**src/pkg/sld_pkg.sv**
```systemverilog
// package of the status led and undervoltage diagnosis block
// assumes a single 100 MHz clock and a synchronous active-high reset
//
// Operation
// - run indicator stays dark in the INIT slave state
// - run indicator blinks at 2 Hz in the PREOP slave state
// - run indicator blinks at 1 Hz in SAFEOP; outputs held safe
// - run indicator lit steadily in the OP slave state
// - run indicator blinks at 10 Hz in the BOOTSTRAP slave state
// - red bus-supply indicator lit while bus supply below 17 V
// - red power-contact indicator lit while contact supply below 17 V
// - two-bit diagnosis field: contact bit and bus-supply bit
// - each diagnosis bit is one while its supply is below 17 V
`default_nettype none
package sld_pkg;

  // ==========================================================
  // clock and blink timing
  localparam int unsigned CLK_HZ     = 100_000_000;
  localparam int unsigned PREOP_HZ   = 2;
  localparam int unsigned SAFEOP_HZ  = 1;
  localparam int unsigned BOOT_HZ    = 10;
  // half period in cycles: equal on and off time
  localparam int unsigned PREOP_HALF  = CLK_HZ / (2 * PREOP_HZ);
  localparam int unsigned SAFEOP_HALF = CLK_HZ / (2 * SAFEOP_HZ);
  localparam int unsigned BOOT_HALF   = CLK_HZ / (2 * BOOT_HZ);

  // ==========================================================
  // register map, byte addresses
  localparam int          ADDR_W     = 8;
  localparam logic [7:0]  REG_CTRL   = 8'h00;
  localparam logic [7:0]  REG_STATUS = 8'h04;
  localparam logic [7:0]  REG_INTSTS = 8'h08;
  localparam logic [7:0]  REG_INTMSK = 8'h0C;

  // field positions
  localparam int          CTRL_STATE_LSB = 0;
  localparam int          STAT_RUN_BIT   = 3;
  localparam int          STAT_CUV_BIT   = 4;
  localparam int          STAT_BUV_BIT   = 5;
  localparam int          STAT_SAFE_BIT  = 6;
  localparam int          INT_CONTACT    = 0;
  localparam int          INT_BUS        = 1;

  // reset values
  localparam logic [2:0]  CTRL_RST   = 3'h0;
  localparam logic [1:0]  INTMSK_RST = 2'h0;

  // ==========================================================
  // slave state machine, software writes the position
  typedef enum logic [2:0] {
    SLD_INIT,
    SLD_PREOP,
    SLD_SAFEOP,
    SLD_OP,
    SLD_BOOT
  } sld_esm_t;

  // diagnosis field of the cyclic input image
  typedef struct packed {
    logic busUv;      // bit 1
    logic contactUv;  // bit 0
  } sld_diag_t;

  // indicator outputs
  typedef struct packed {
    logic run;
    logic busUvRed;
    logic contactUvRed;
  } sld_led_t;

endpackage
`default_nettype wire

```
**src/hw/sld_blink_div.sv**
```systemverilog
// free running blink divider: toggles a level every HALF cycles
// assumes mclk and synchronous active-high sys_rst
`timescale 1ns/10ps
`default_nettype none
module sld_blink_div #(
  parameter int unsigned HALF = 4
) (
  input  wire logic mclk,
  input  wire logic sys_rst,
  output logic      level
);

  localparam int W = (HALF > 2) ? $clog2(HALF) : 1;
  localparam logic [W-1:0] LAST = W'(HALF - 1);

  logic [W-1:0] cnt;

  // ==========================================================
  // half period counter and toggle, equal on and off time
  always_ff @(posedge mclk) begin
    if (sys_rst) begin
      cnt   <= '0;
      level <= 1'b0;
    end else if (cnt == LAST) begin
      cnt   <= '0;
      level <= ~level;
    end else begin
      cnt <= cnt + 1'b1;
    end
  end

  // level only moves at the end of a half period
  a_half_even: assert property (@(posedge mclk) disable iff (sys_rst)
    (cnt != LAST) |=> $stable(level))
    else $error("blink level moved inside a half period");

endmodule
`default_nettype wire

```
**src/hw/sld_status_diag.sv**
```systemverilog
// status led and undervoltage diagnosis block with apb register slave
// assumes synchronous comparator inputs and an apb master on mclk
`timescale 1ns/10ps
`default_nettype none
module sld_status_diag
  import sld_pkg::*;
#(
  parameter int unsigned PREOP_CNT  = PREOP_HALF,
  parameter int unsigned SAFEOP_CNT = SAFEOP_HALF,
  parameter int unsigned BOOT_CNT   = BOOT_HALF
) (
  input  wire logic              mclk,
  input  wire logic              sys_rst,
  // apb slave
  input  wire logic              psel,
  input  wire logic              penable,
  input  wire logic              pwrite,
  input  wire logic [ADDR_W-1:0] paddr,
  input  wire logic [31:0]       pwdata,
  output logic [31:0]            prdata,
  output logic                   pready,
  output logic                   pslverr,
  // comparator results, high while supply below 17 V
  input  wire logic              busSupplyLow,
  input  wire logic              contactSupplyLow,
  // indicators, process image and control outputs
  output sld_led_t               leds,
  output sld_diag_t              diagImage,
  output logic                   safeHold,
  output logic                   irq
);

  // ==========================================================
  // declarations
  sld_esm_t   esmState;
  logic [1:0] intStat;
  logic [1:0] intMask;
  logic [1:0] next_intStat;
  logic [1:0] chgEvent;
  logic [1:0] clrBits;
  logic [31:0] rdMux;
  logic        rdHit;
  logic        accessPh;
  logic        wrDone;
  logic        blinkPreop;
  logic        blinkSafeop;
  logic        blinkBoot;
  sld_esm_t    wrState;
  logic        wrLegal;
  logic        runLit;
  logic        busRed;
  logic        contactRed;

  // ==========================================================
  // blink generators, one per flashing rate
  sld_blink_div #(.HALF(PREOP_CNT)) uPreop (
    .mclk    (mclk),
    .sys_rst (sys_rst),
    .level   (blinkPreop)
  );

  sld_blink_div #(.HALF(SAFEOP_CNT)) uSafeop (
    .mclk    (mclk),
    .sys_rst (sys_rst),
    .level   (blinkSafeop)
  );

  sld_blink_div #(.HALF(BOOT_CNT)) uBoot (
    .mclk    (mclk),
    .sys_rst (sys_rst),
    .level   (blinkBoot)
  );

  // ==========================================================
  // apb handshake: one wait cycle, write lands with pready high
  assign accessPh = psel & penable;
  assign wrDone   = accessPh & pready & pwrite;

  // pready high for exactly one cycle per access
  always_ff @(posedge mclk) begin
    if (sys_rst) begin
      pready <= 1'b0;
    end else begin
      pready <= accessPh & ~pready;
    end
  end

  // read decode, unmapped addresses read zero with an error
  always_comb begin
    rdMux = 32'h0000_0000;
    rdHit = 1'b1;
    unique case (paddr)
      REG_CTRL: begin
        rdMux[CTRL_STATE_LSB +: 3] = esmState;
      end
      REG_STATUS: begin
        rdMux[2:0]           = esmState;
        rdMux[STAT_RUN_BIT]  = leds.run;
        rdMux[STAT_CUV_BIT]  = diagImage.contactUv;
        rdMux[STAT_BUV_BIT]  = diagImage.busUv;
        rdMux[STAT_SAFE_BIT] = safeHold;
      end
      REG_INTSTS: begin
        rdMux[1:0] = intStat;
      end
      REG_INTMSK: begin
        rdMux[1:0] = intMask;
      end
      default: begin
        rdHit = 1'b0;
      end
    endcase
  end

  // read data and error are registered alongside pready
  always_ff @(posedge mclk) begin
    if (sys_rst) begin
      prdata  <= 32'h0000_0000;
      pslverr <= 1'b0;
    end else if (accessPh & ~pready) begin
      prdata  <= pwrite ? 32'h0000_0000 : rdMux;
      pslverr <= ~rdHit;
    end else begin
      prdata  <= 32'h0000_0000;
      pslverr <= 1'b0;
    end
  end

  // ==========================================================
  // slave state register, illegal codes leave the state alone
  always_comb begin
    wrState = SLD_INIT;
    wrLegal = 1'b1;
    unique case (pwdata[CTRL_STATE_LSB +: 3])
      3'h0: wrState = SLD_INIT;
      3'h1: wrState = SLD_PREOP;
      3'h2: wrState = SLD_SAFEOP;
      3'h3: wrState = SLD_OP;
      3'h4: wrState = SLD_BOOT;
      default: wrLegal = 1'b0;
    endcase
  end

  always_ff @(posedge mclk) begin
    if (sys_rst) begin
      esmState <= SLD_INIT;
    end else if (wrDone && paddr == REG_CTRL && wrLegal) begin
      esmState <= wrState;
    end
  end

  // ==========================================================
  // run indicator pattern per slave state
  always_ff @(posedge mclk) begin
    if (sys_rst) begin
      runLit <= 1'b0;
    end else begin
      unique case (esmState)
        SLD_INIT:   runLit <= 1'b0;
        SLD_PREOP:  runLit <= blinkPreop;
        SLD_SAFEOP: runLit <= blinkSafeop;
        SLD_OP:     runLit <= 1'b1;
        SLD_BOOT:   runLit <= blinkBoot;
        default:    runLit <= 1'b0;
      endcase
    end
  end

  // outputs kept in safe condition outside OP
  always_ff @(posedge mclk) begin
    if (sys_rst) begin
      safeHold <= 1'b1;
    end else begin
      safeHold <= (esmState != SLD_OP);
    end
  end

  // ==========================================================
  // undervoltage indicators and diagnosis field
  always_ff @(posedge mclk) begin
    if (sys_rst) begin
      busRed     <= 1'b0;
      contactRed <= 1'b0;
    end else begin
      busRed     <= busSupplyLow;
      contactRed <= contactSupplyLow;
    end
  end

  // indicator bundle, one flip-flop behind each field
  assign leds = {runLit, busRed, contactRed};

  // process image: bit 0 contact supply, bit 1 bus supply
  always_ff @(posedge mclk) begin
    if (sys_rst) begin
      diagImage <= '0;
    end else begin
      diagImage.contactUv <= contactSupplyLow;
      diagImage.busUv     <= busSupplyLow;
    end
  end

  // ==========================================================
  // interrupts: any change of a diagnosis bit is an event
  assign chgEvent[INT_CONTACT] = diagImage.contactUv ^ contactSupplyLow;
  assign chgEvent[INT_BUS]     = diagImage.busUv ^ busSupplyLow;
  assign clrBits = (wrDone && paddr == REG_INTSTS) ? pwdata[1:0] : 2'h0;
  // a new event wins over a write-one-to-clear
  assign next_intStat = (intStat & ~clrBits) | chgEvent;

  always_ff @(posedge mclk) begin
    if (sys_rst) begin
      intStat <= 2'h0;
    end else begin
      intStat <= next_intStat;
    end
  end

  always_ff @(posedge mclk) begin
    if (sys_rst) begin
      intMask <= INTMSK_RST;
    end else if (wrDone && paddr == REG_INTMSK) begin
      intMask <= pwdata[1:0];
    end
  end

  // level interrupt, follows status one cycle later
  always_ff @(posedge mclk) begin
    if (sys_rst) begin
      irq <= 1'b0;
    end else begin
      irq <= |(intStat & intMask);
    end
  end

  // ==========================================================
  // assertions
  a_init_dark: assert property (@(posedge mclk) disable iff (sys_rst)
    (esmState == SLD_INIT) ##1 (esmState == SLD_INIT) |-> !leds.run)
    else $error("run indicator lit in INIT");

  a_preop_blink: assert property (@(posedge mclk) disable iff (sys_rst)
    (esmState == SLD_PREOP) |=> (leds.run == $past(blinkPreop)))
    else $error("run indicator not following 2 Hz blink");

  a_safeop_blink: assert property (@(posedge mclk) disable iff (sys_rst)
    (esmState == SLD_SAFEOP) |=> (leds.run == $past(blinkSafeop)) && safeHold)
    else $error("SAFEOP blink or safe hold wrong");

  a_op_lit: assert property (@(posedge mclk) disable iff (sys_rst)
    (esmState == SLD_OP) [*2] |-> leds.run && !safeHold)
    else $error("run indicator not steady in OP");

  a_boot_blink: assert property (@(posedge mclk) disable iff (sys_rst)
    (esmState == SLD_BOOT) |=> (leds.run == $past(blinkBoot)))
    else $error("run indicator not following 10 Hz blink");

  a_bus_red: assert property (@(posedge mclk) disable iff (sys_rst)
    (!sys_rst && busSupplyLow) ##1 busSupplyLow |-> leds.busUvRed)
    else $error("bus supply red indicator wrong");

  a_contact_red: assert property (@(posedge mclk) disable iff (sys_rst)
    !contactSupplyLow |=> !leds.contactUvRed)
    else $error("contact supply red indicator wrong");

  a_diag_field: assert property (@(posedge mclk) disable iff (sys_rst)
    ##1 (diagImage == {leds.busUvRed, leds.contactUvRed}))
    else $error("diagnosis field disagrees with indicators");

  a_diag_value: assert property (@(posedge mclk) disable iff (sys_rst)
    (!sys_rst && contactSupplyLow) |=> diagImage.contactUv)
    else $error("contact undervoltage bit not set");

  a_irq_level: assert property (@(posedge mclk) disable iff (sys_rst)
    (|(intStat & intMask)) |=> irq)
    else $error("interrupt missing for unmasked status");

  a_bus_dark: assert property (@(posedge mclk) disable iff (sys_rst)
    !busSupplyLow |=> !leds.busUvRed)
    else $error("bus supply red indicator lit without undervoltage");

  a_contact_lit: assert property (@(posedge mclk) disable iff (sys_rst)
    (!sys_rst && contactSupplyLow) |=> leds.contactUvRed)
    else $error("contact supply red indicator not lit");

  a_bus_diag: assert property (@(posedge mclk) disable iff (sys_rst)
    (!sys_rst && busSupplyLow) |=> diagImage.busUv)
    else $error("bus undervoltage bit not set");

  a_event_wins: assert property (@(posedge mclk) disable iff (sys_rst)
    (!sys_rst && chgEvent[INT_BUS]) |=> intStat[INT_BUS])
    else $error("bus change event lost against a clear");

  a_ready_pulse: assert property (@(posedge mclk) disable iff (sys_rst)
    pready |=> !pready)
    else $error("pready held longer than one cycle");

  c_reach_op:   cover property (@(posedge mclk) esmState == SLD_OP);
  c_reach_boot: cover property (@(posedge mclk) esmState == SLD_BOOT && leds.run);
  c_irq_high:   cover property (@(posedge mclk) irq);
  c_bad_addr:   cover property (@(posedge mclk) pready && pslverr);

endmodule
`default_nettype wire

```
**config.mk**
```make
export PLATFORM = sky130hd
export DESIGN_NAME = sld_status_diag
export DESIGN_NICKNAME = d
export VERILOG_FILES = /design/src/pkg/sld_pkg.sv /design/src/hw/sld_blink_div.sv /design/src/hw/sld_status_diag.sv
export SDC_FILE = /design/constraint.sdc
export NUM_CORES = 1
export LEC_CHECK = 0
export BUFFER_PORTS_ARGS = -buffer_cell sky130_fd_sc_hd__buf_2
export CAP_MARGIN = 15
export CORE_MARGIN = 5
export CORE_UTILIZATION = 50
export DETAILED_ROUTE_END_ITERATION = 10
export PLACE_DENSITY = 0.81
export SLEW_MARGIN = 40
export SYNTH_ARGS = -nofsm -noshare
export SYNTH_HDL_FRONTEND = slang
export SYNTH_SLANG_ARGS = --single-unit
export TNS_END_PERCENT = 5
```
**constraint.sdc**
```tcl
create_clock -name mclk -period 1.8 [get_ports mclk]
set_input_delay 0.18 -clock mclk [delete_from_list [all_inputs] [get_ports mclk]]
set_output_delay 0.18 -clock mclk [all_outputs]
set_load 0.1 [all_outputs]
```
Word level (Yosys, flattened, before mapping)
Cells that the tools add are included.
{"block": "totals", "in_bits": 47, "output_inout_bits": 41, "ff_bits": 123, "word_cells": 79}
{"block": "op_classes", "n_mux": 6, "reduce_logical": 17, "n_bitwise": 18, "n_addsub": 3, "n_eq_ne": 15}
{"cell": "26-bit by 1-bit adder with 26-bit output, second input constant", "count": 1}
{"cell": "26-bit equality test, second input constant", "count": 1}
{"cell": "25-bit by 1-bit adder with 25-bit output, second input constant", "count": 1}
{"cell": "25-bit equality test, second input constant", "count": 1}
{"cell": "23-bit by 1-bit adder with 23-bit output, second input constant", "count": 1}
{"cell": "23-bit equality test, second input constant", "count": 1}
{"cell": "8-bit by 4-bit equality test with 1-bit output, second input constant", "count": 2}
{"cell": "3-bit by 2-bit equality test with 1-bit output, second input constant", "count": 4}
{"cell": "3-bit one-hot mux with 4 select lines", "count": 1}
{"cell": "2-bit OR reduction", "count": 6}
{"cell": "4-bit OR reduction", "count": 3}
{"cell": "8-bit by 3-bit equality test with 1-bit output, second input constant", "count": 1}
{"cell": "8-bit zero test", "count": 1}
{"cell": "1-bit inverter", "count": 8}
{"cell": "3-bit by 1-bit equality test with 1-bit output, second input constant", "count": 2}
{"cell": "3-bit equality test, second input constant", "count": 2}
{"cell": "2-bit one-hot mux with 3 select lines", "count": 1}
{"cell": "5-bit OR reduction", "count": 1}
{"cell": "1-bit AND", "count": 4}
{"cell": "2-bit AND", "count": 2}
{"cell": "1-bit logical AND", "count": 4}
{"cell": "1-bit one-hot mux with 4 select lines", "count": 1}
{"cell": "3-bit zero test", "count": 1}
{"cell": "3-bit by 2-bit != test with 1-bit output, second input constant", "count": 1}
{"cell": "other kinds (6)", "count": 8}

Depth between registers and ports, before layout
{"block": "logic_depth", "ltp_word": 8, "mapped_depth": 7, "ltp_nobuf": 5}

Modules after synthesis
A second synthesis with hierarchy kept.
{"block": "hier_totals", "hier_cells": 516, "area_unflattened_um2": 4613.2}
{"mod": "sld_blink_div at uSafeop", "seq_area_each_um2": 540.5, "area_each_um2": 1257.5, "cells_each": 144, "n_inst": 1}
{"mod": "sld_blink_div at uPreop", "seq_area_each_um2": 520.5, "area_each_um2": 1212.4, "cells_each": 136, "n_inst": 1}
{"mod": "sld_blink_div at uBoot", "seq_area_each_um2": 480.5, "area_each_um2": 1111.1, "cells_each": 128, "n_inst": 1}
{"mod": "sld_status_diag", "seq_area_each_um2": 420.4, "area_each_um2": 1032.2, "cells_each": 108, "n_inst": 1}

Worst setup path before layout
No wires, ideal clock.
{"block": "synth_path", "kind": "reg-to-reg", "startpoint": "register pready", "endpoint": "register esmState[0]", "path_buffers": 0, "period_less_slack_ns": 2.066, "arrival_ns": 1.935, "t_required_ns": 1.669, "setup_time_ns": 0.131, "slack_ns": -0.266, "stages_incl_launch_ff": 5, "cell_sequence": "dfxtp_1 > nand4_1 > or4_4 > a211oi_1 > nor3_1"}
{"block": "synth_via", "elab_chain_len": 4}
{"element": "start, declared", "line": "sld_status_diag.sv:21", "rtl": "output logic pready,"}
{"element": "start signal, assigned", "line": "sld_status_diag.sv:84", "rtl": "pready <= accessPh & ~pready;"}
{"element": "1-bit AND (2 in a row)", "line": "sld_status_diag.sv:77", "rtl": "assign wrDone = accessPh & pready & pwrite;"}
{"element": "1-bit logical AND (2 in a row)", "line": "sld_status_diag.sv:147", "rtl": "end else if (wrDone && paddr == REG_CTRL && wrLegal) begin"}
{"element": "end signal, assigned", "line": "sld_status_diag.sv:148", "rtl": "esmState <= wrState;"}
{"element": "end, declared", "line": "sld_status_diag.sv:35", "rtl": "sld_esm_t esmState;"}
No other way between the ends.
A chain may end at the register's enable or synchronous reset.

Final worst setup path
{"block": "layout_path", "startpoint": "register uPreop.cnt[1]", "endpoint": "register uPreop.cnt[9]"}
{"block": "layout_via", "elab_chain_len": 2, "word_cells_on_any_way": 3, "classes_between": "add/sub: 1; eq/ne: 1; reduce/logical: 1"}
{"element": "start, declared", "line": "sld_blink_div.sv:16", "rtl": "logic [W-1:0] cnt;"}
{"element": "start signal, assigned", "line": "sld_blink_div.sv:28", "rtl": "cnt <= cnt + 1'b1;"}
{"element": "parallel branches: the longest is 2 deep, another holds 25-bit by 1-bit adder with 25-bit output"}
Several ways; the timed one is not identified.

==> run_results.csv <==
group,metric,value,unit
synth,synth_compound_area_frac,0.114,
timing,hold_violations,0,
clock_tree,clock-sinks,98,
floorplanning,die_w,106,µm
synth,ys_seq_elements,98,
synth,netlist.area_leader.share,0.429,
synth,synth-xor-area-share,0.0729,
timing,slew_viol_final,0,
worst_setup_path,crit_family,"simple AND/OR/NAND/NOR gates",
drt,dr.pass1.iters,5,
timing,fmax,568,MHz
clock_tree,hold_buffers,0,
synth,synth_edf_count,0,
timing,tns,0,ns
synth,synth-simple-area-share,0.287,
placed_design,dpl.hpwl,6840,µm
worst_setup_path,critPathCaptureType,"flop",
timing,fin_crit,1.76,ns
timing,skew,0.0119,ns
final_layout,final_area,0.00511,mm²
drt,drc_errors,0,
synth,synth_top_family_by_area,"simple AND/OR/NAND/NOR gates",
placed_design,portBuffers,33,
final_layout,insertedDiodeCount,0,
power,seqPwrFrac,0.535,
worst_setup_path,worst_r2r_path_depth,6,
power,p_switching,1.21,mW
worst_setup_path,arrival,2.02,ns
clock_tree,clkTransAtPathRegs,0.10,ns
clock_tree,cts_tree,"yes",
worst_setup_path,crit_type,"flop to flop",
synth,synth_cell_types,45,
final_layout,layout-drive-gt1-share,0.181,
final_layout,nets,624,
hold_path,hp-class,"input port to flop",
synth,ys_warn_count,0,
timing,setup_viol,0,
clock_tree,cts_root_buf,"clkbuf_8",
worst_setup_path,cp_slowest_stage_delay,0.57,ns
timing,rsz0062_at_grt,"yes",
drt,wl,9580,µm
clock_tree,numCtsBuffers,9,
floorplanning,num_io_pins,88,
drt,viasPerCell,5.65,
synth,avgSynthCellArea,8.67,µm²
global_routing,grt_pass1_vias,3640,
floorplanning,start_util,0.519,
floorplanning,dieArea,0.0111,mm²
timing,post-route-period-util,0.978,
worst_setup_path,path_max_fanout,13,
global_routing,grt_overflow,0,
power,switching_share,0.292,
power,peakVddDrop,325,µV
power,combPwrFrac,0.106,
synth,synthAdderAreaFrac,0.00822,
worst_setup_path,crit_path_top_delay_cell,"or4_4",
floorplanning,core,0.00881,mm²
job,drv_cap,0,
placed_design,gp_congestion,0.834,
floorplanning,die_h,106,µm
drt,drtAntennaViolNets,0,
synth,synthCells,527,
global_routing,grt_max_degree,26,
worst_setup_path,reg2reg_slack,0.04,ns
global_routing,grt_use_total,0.169,
drt,dr_total_vias,3882,
power,powerDensity,809,mW/mm²
power,power.leakage,1.83,nW
floorplanning,row_count,34,
synth,synthTopCellsByCount,"98 x dfxtp_1, 54 x nor2_1, 39 x a21oi_1",
synth,async_flop_share,0,
synth,synth.mux.area_fraction,0.00685,
synth,synth-main-ff-cell,"dfxtp_1",
synth,yosysMostFrequentCell,"dfxtp_1",
synth,synth_area_leaders,"dfxtp_1 43%, buf_4 5.4%, xor2_1 5.2%",
global_routing,antenna_found_initial,0,
worst_setup_path,cp_cell_sequence,"ha_2 > nand3_1 > or4_4 > o21ai_2 > buf_4 > nor2_1",
clock_tree,clk_latency,0.37,ns
power,p_int,2.93,mW
worst_setup_path,critPathLaunchType,"flop",
drt,wire_per_inst,13.9,µm
hold_path,hold_depth,2,
worst_setup_path,cp.depth,6,
drt,drt_iter0_drc,305,
worst_setup_path,crit_required,2.06,ns
global_routing,grt_first_pass_wirelength,16100,µm
synth,synthesis.area,0.00457,mm²
placed_design,place_area,0.00486,mm²
worst_setup_path,cp_num_buf_inv,1,
synth,synth_top_cell_by_area,"dfxtp_1",
final_layout,areaGrowthSynthToFinish,11.9,%
clock_tree,cts.path.max_buffers,2,
outcome,status,"finished clean",
power,clkPwrFrac,0.360,
clock_tree,htreeDepth,3,
synth,seq_area_frac_synth,0.429,
## registers in the layout, indices dropped and copies added (netlist names), 2 cells and up
signal / cells
diagImage: 2
esmState: 3
uPreop.cnt: 25
intMask: 2
uSafeop.cnt: 26
uBoot.cnt: 23
prdata: 7
intStat: 2
## through the flow
stage	power (mW)	utilization	hold WS, ns	setup WS [ns]	std cells
detailed placement	2.70	0.552	0.432	-0.0486	669
CTS	4.17	0.576	0.0489	-0.00866	685
global route	4.29	0.581	0.0501	-0.0336	687
finish	4.14	0.581	0.0617	0.0404	687
global placement	2.69	0.552	0.421	0.0323	669
floorplan	2.67	-	0.308	0.0323	551
## logic make-up after synthesis
kind of cell,count (synthesis)
compound gates,89
xor+xnor,38
fa+ha+maj,3
buf+inv,62
flops,98
mux,3
other cells,1
simple gates,233
## routing by layer
layer  part of all wire  track usage  wire, µm  vias to the layer above
met4              0.012       0.0564       114                        0
met3              0.045       0.0336       428                       13
met5                  0            0         0                        -
met1               0.43        0.206      4110                     1835
met2               0.51        0.298      4920                      103
li1                   -            -         -                     1931
## cell type report
class | count | area (µm²)
clock buffers | 9 | 124
clock inverters | 7 | 82.6
inverters | 9 | 33.8
multi-input cells | 391 | 2350
fillers | 773 | 3690
well taps | 108 | 135
flip-flops and latches | 98 | 1970
repair buffers | 65 | 418
## cells in the final DEF, fill, tap and decap left out, types with 21 or more instances in the layout
cell type  Yosys  layout
nand4_1       27      27
o21ai_0       21      21
buf_2          9      33
buf_4         33      31
dfxtp_1       98      92
xor2_1        27      27
a21oi_1       39      38
nor2_1        54      54
nand2_1       28      27
nand3_1       22      22
conb_1         1      25
## path summary, 6_finish.rpt
path | start | endpoint
setup / recovery | uPreop.cnt[1] | uPreop.cnt[9]
hold / removal | busSupplyLow | diagImage[1]
setup reg to reg | uPreop.cnt[1] | uPreop.cnt[9]
hold reg to reg | uBoot.cnt[0] | uBoot.cnt[0]
## what timing repair did
action / 4_1_cts / 5_1_grt
pin swaps: 0 / 2
resized for setup: 0 / 12
setup buffers: 0 / 2
endpoints found under the setup margin: 4 / 47
## power by group through the flow
stage | Sequential, mW | Combinational [mW] | Clock (mW)
global placement | 2.26 | 0.428 | 0
floorplan | 2.27 | 0.400 | 0
detailed placement | 2.26 | 0.434 | 0
finish | 2.21 | 0.437 | 1.49
global route | 2.22 | 0.460 | 1.61
CTS | 2.21 | 0.435 | 1.52
(Power assumes the default switching activity.)
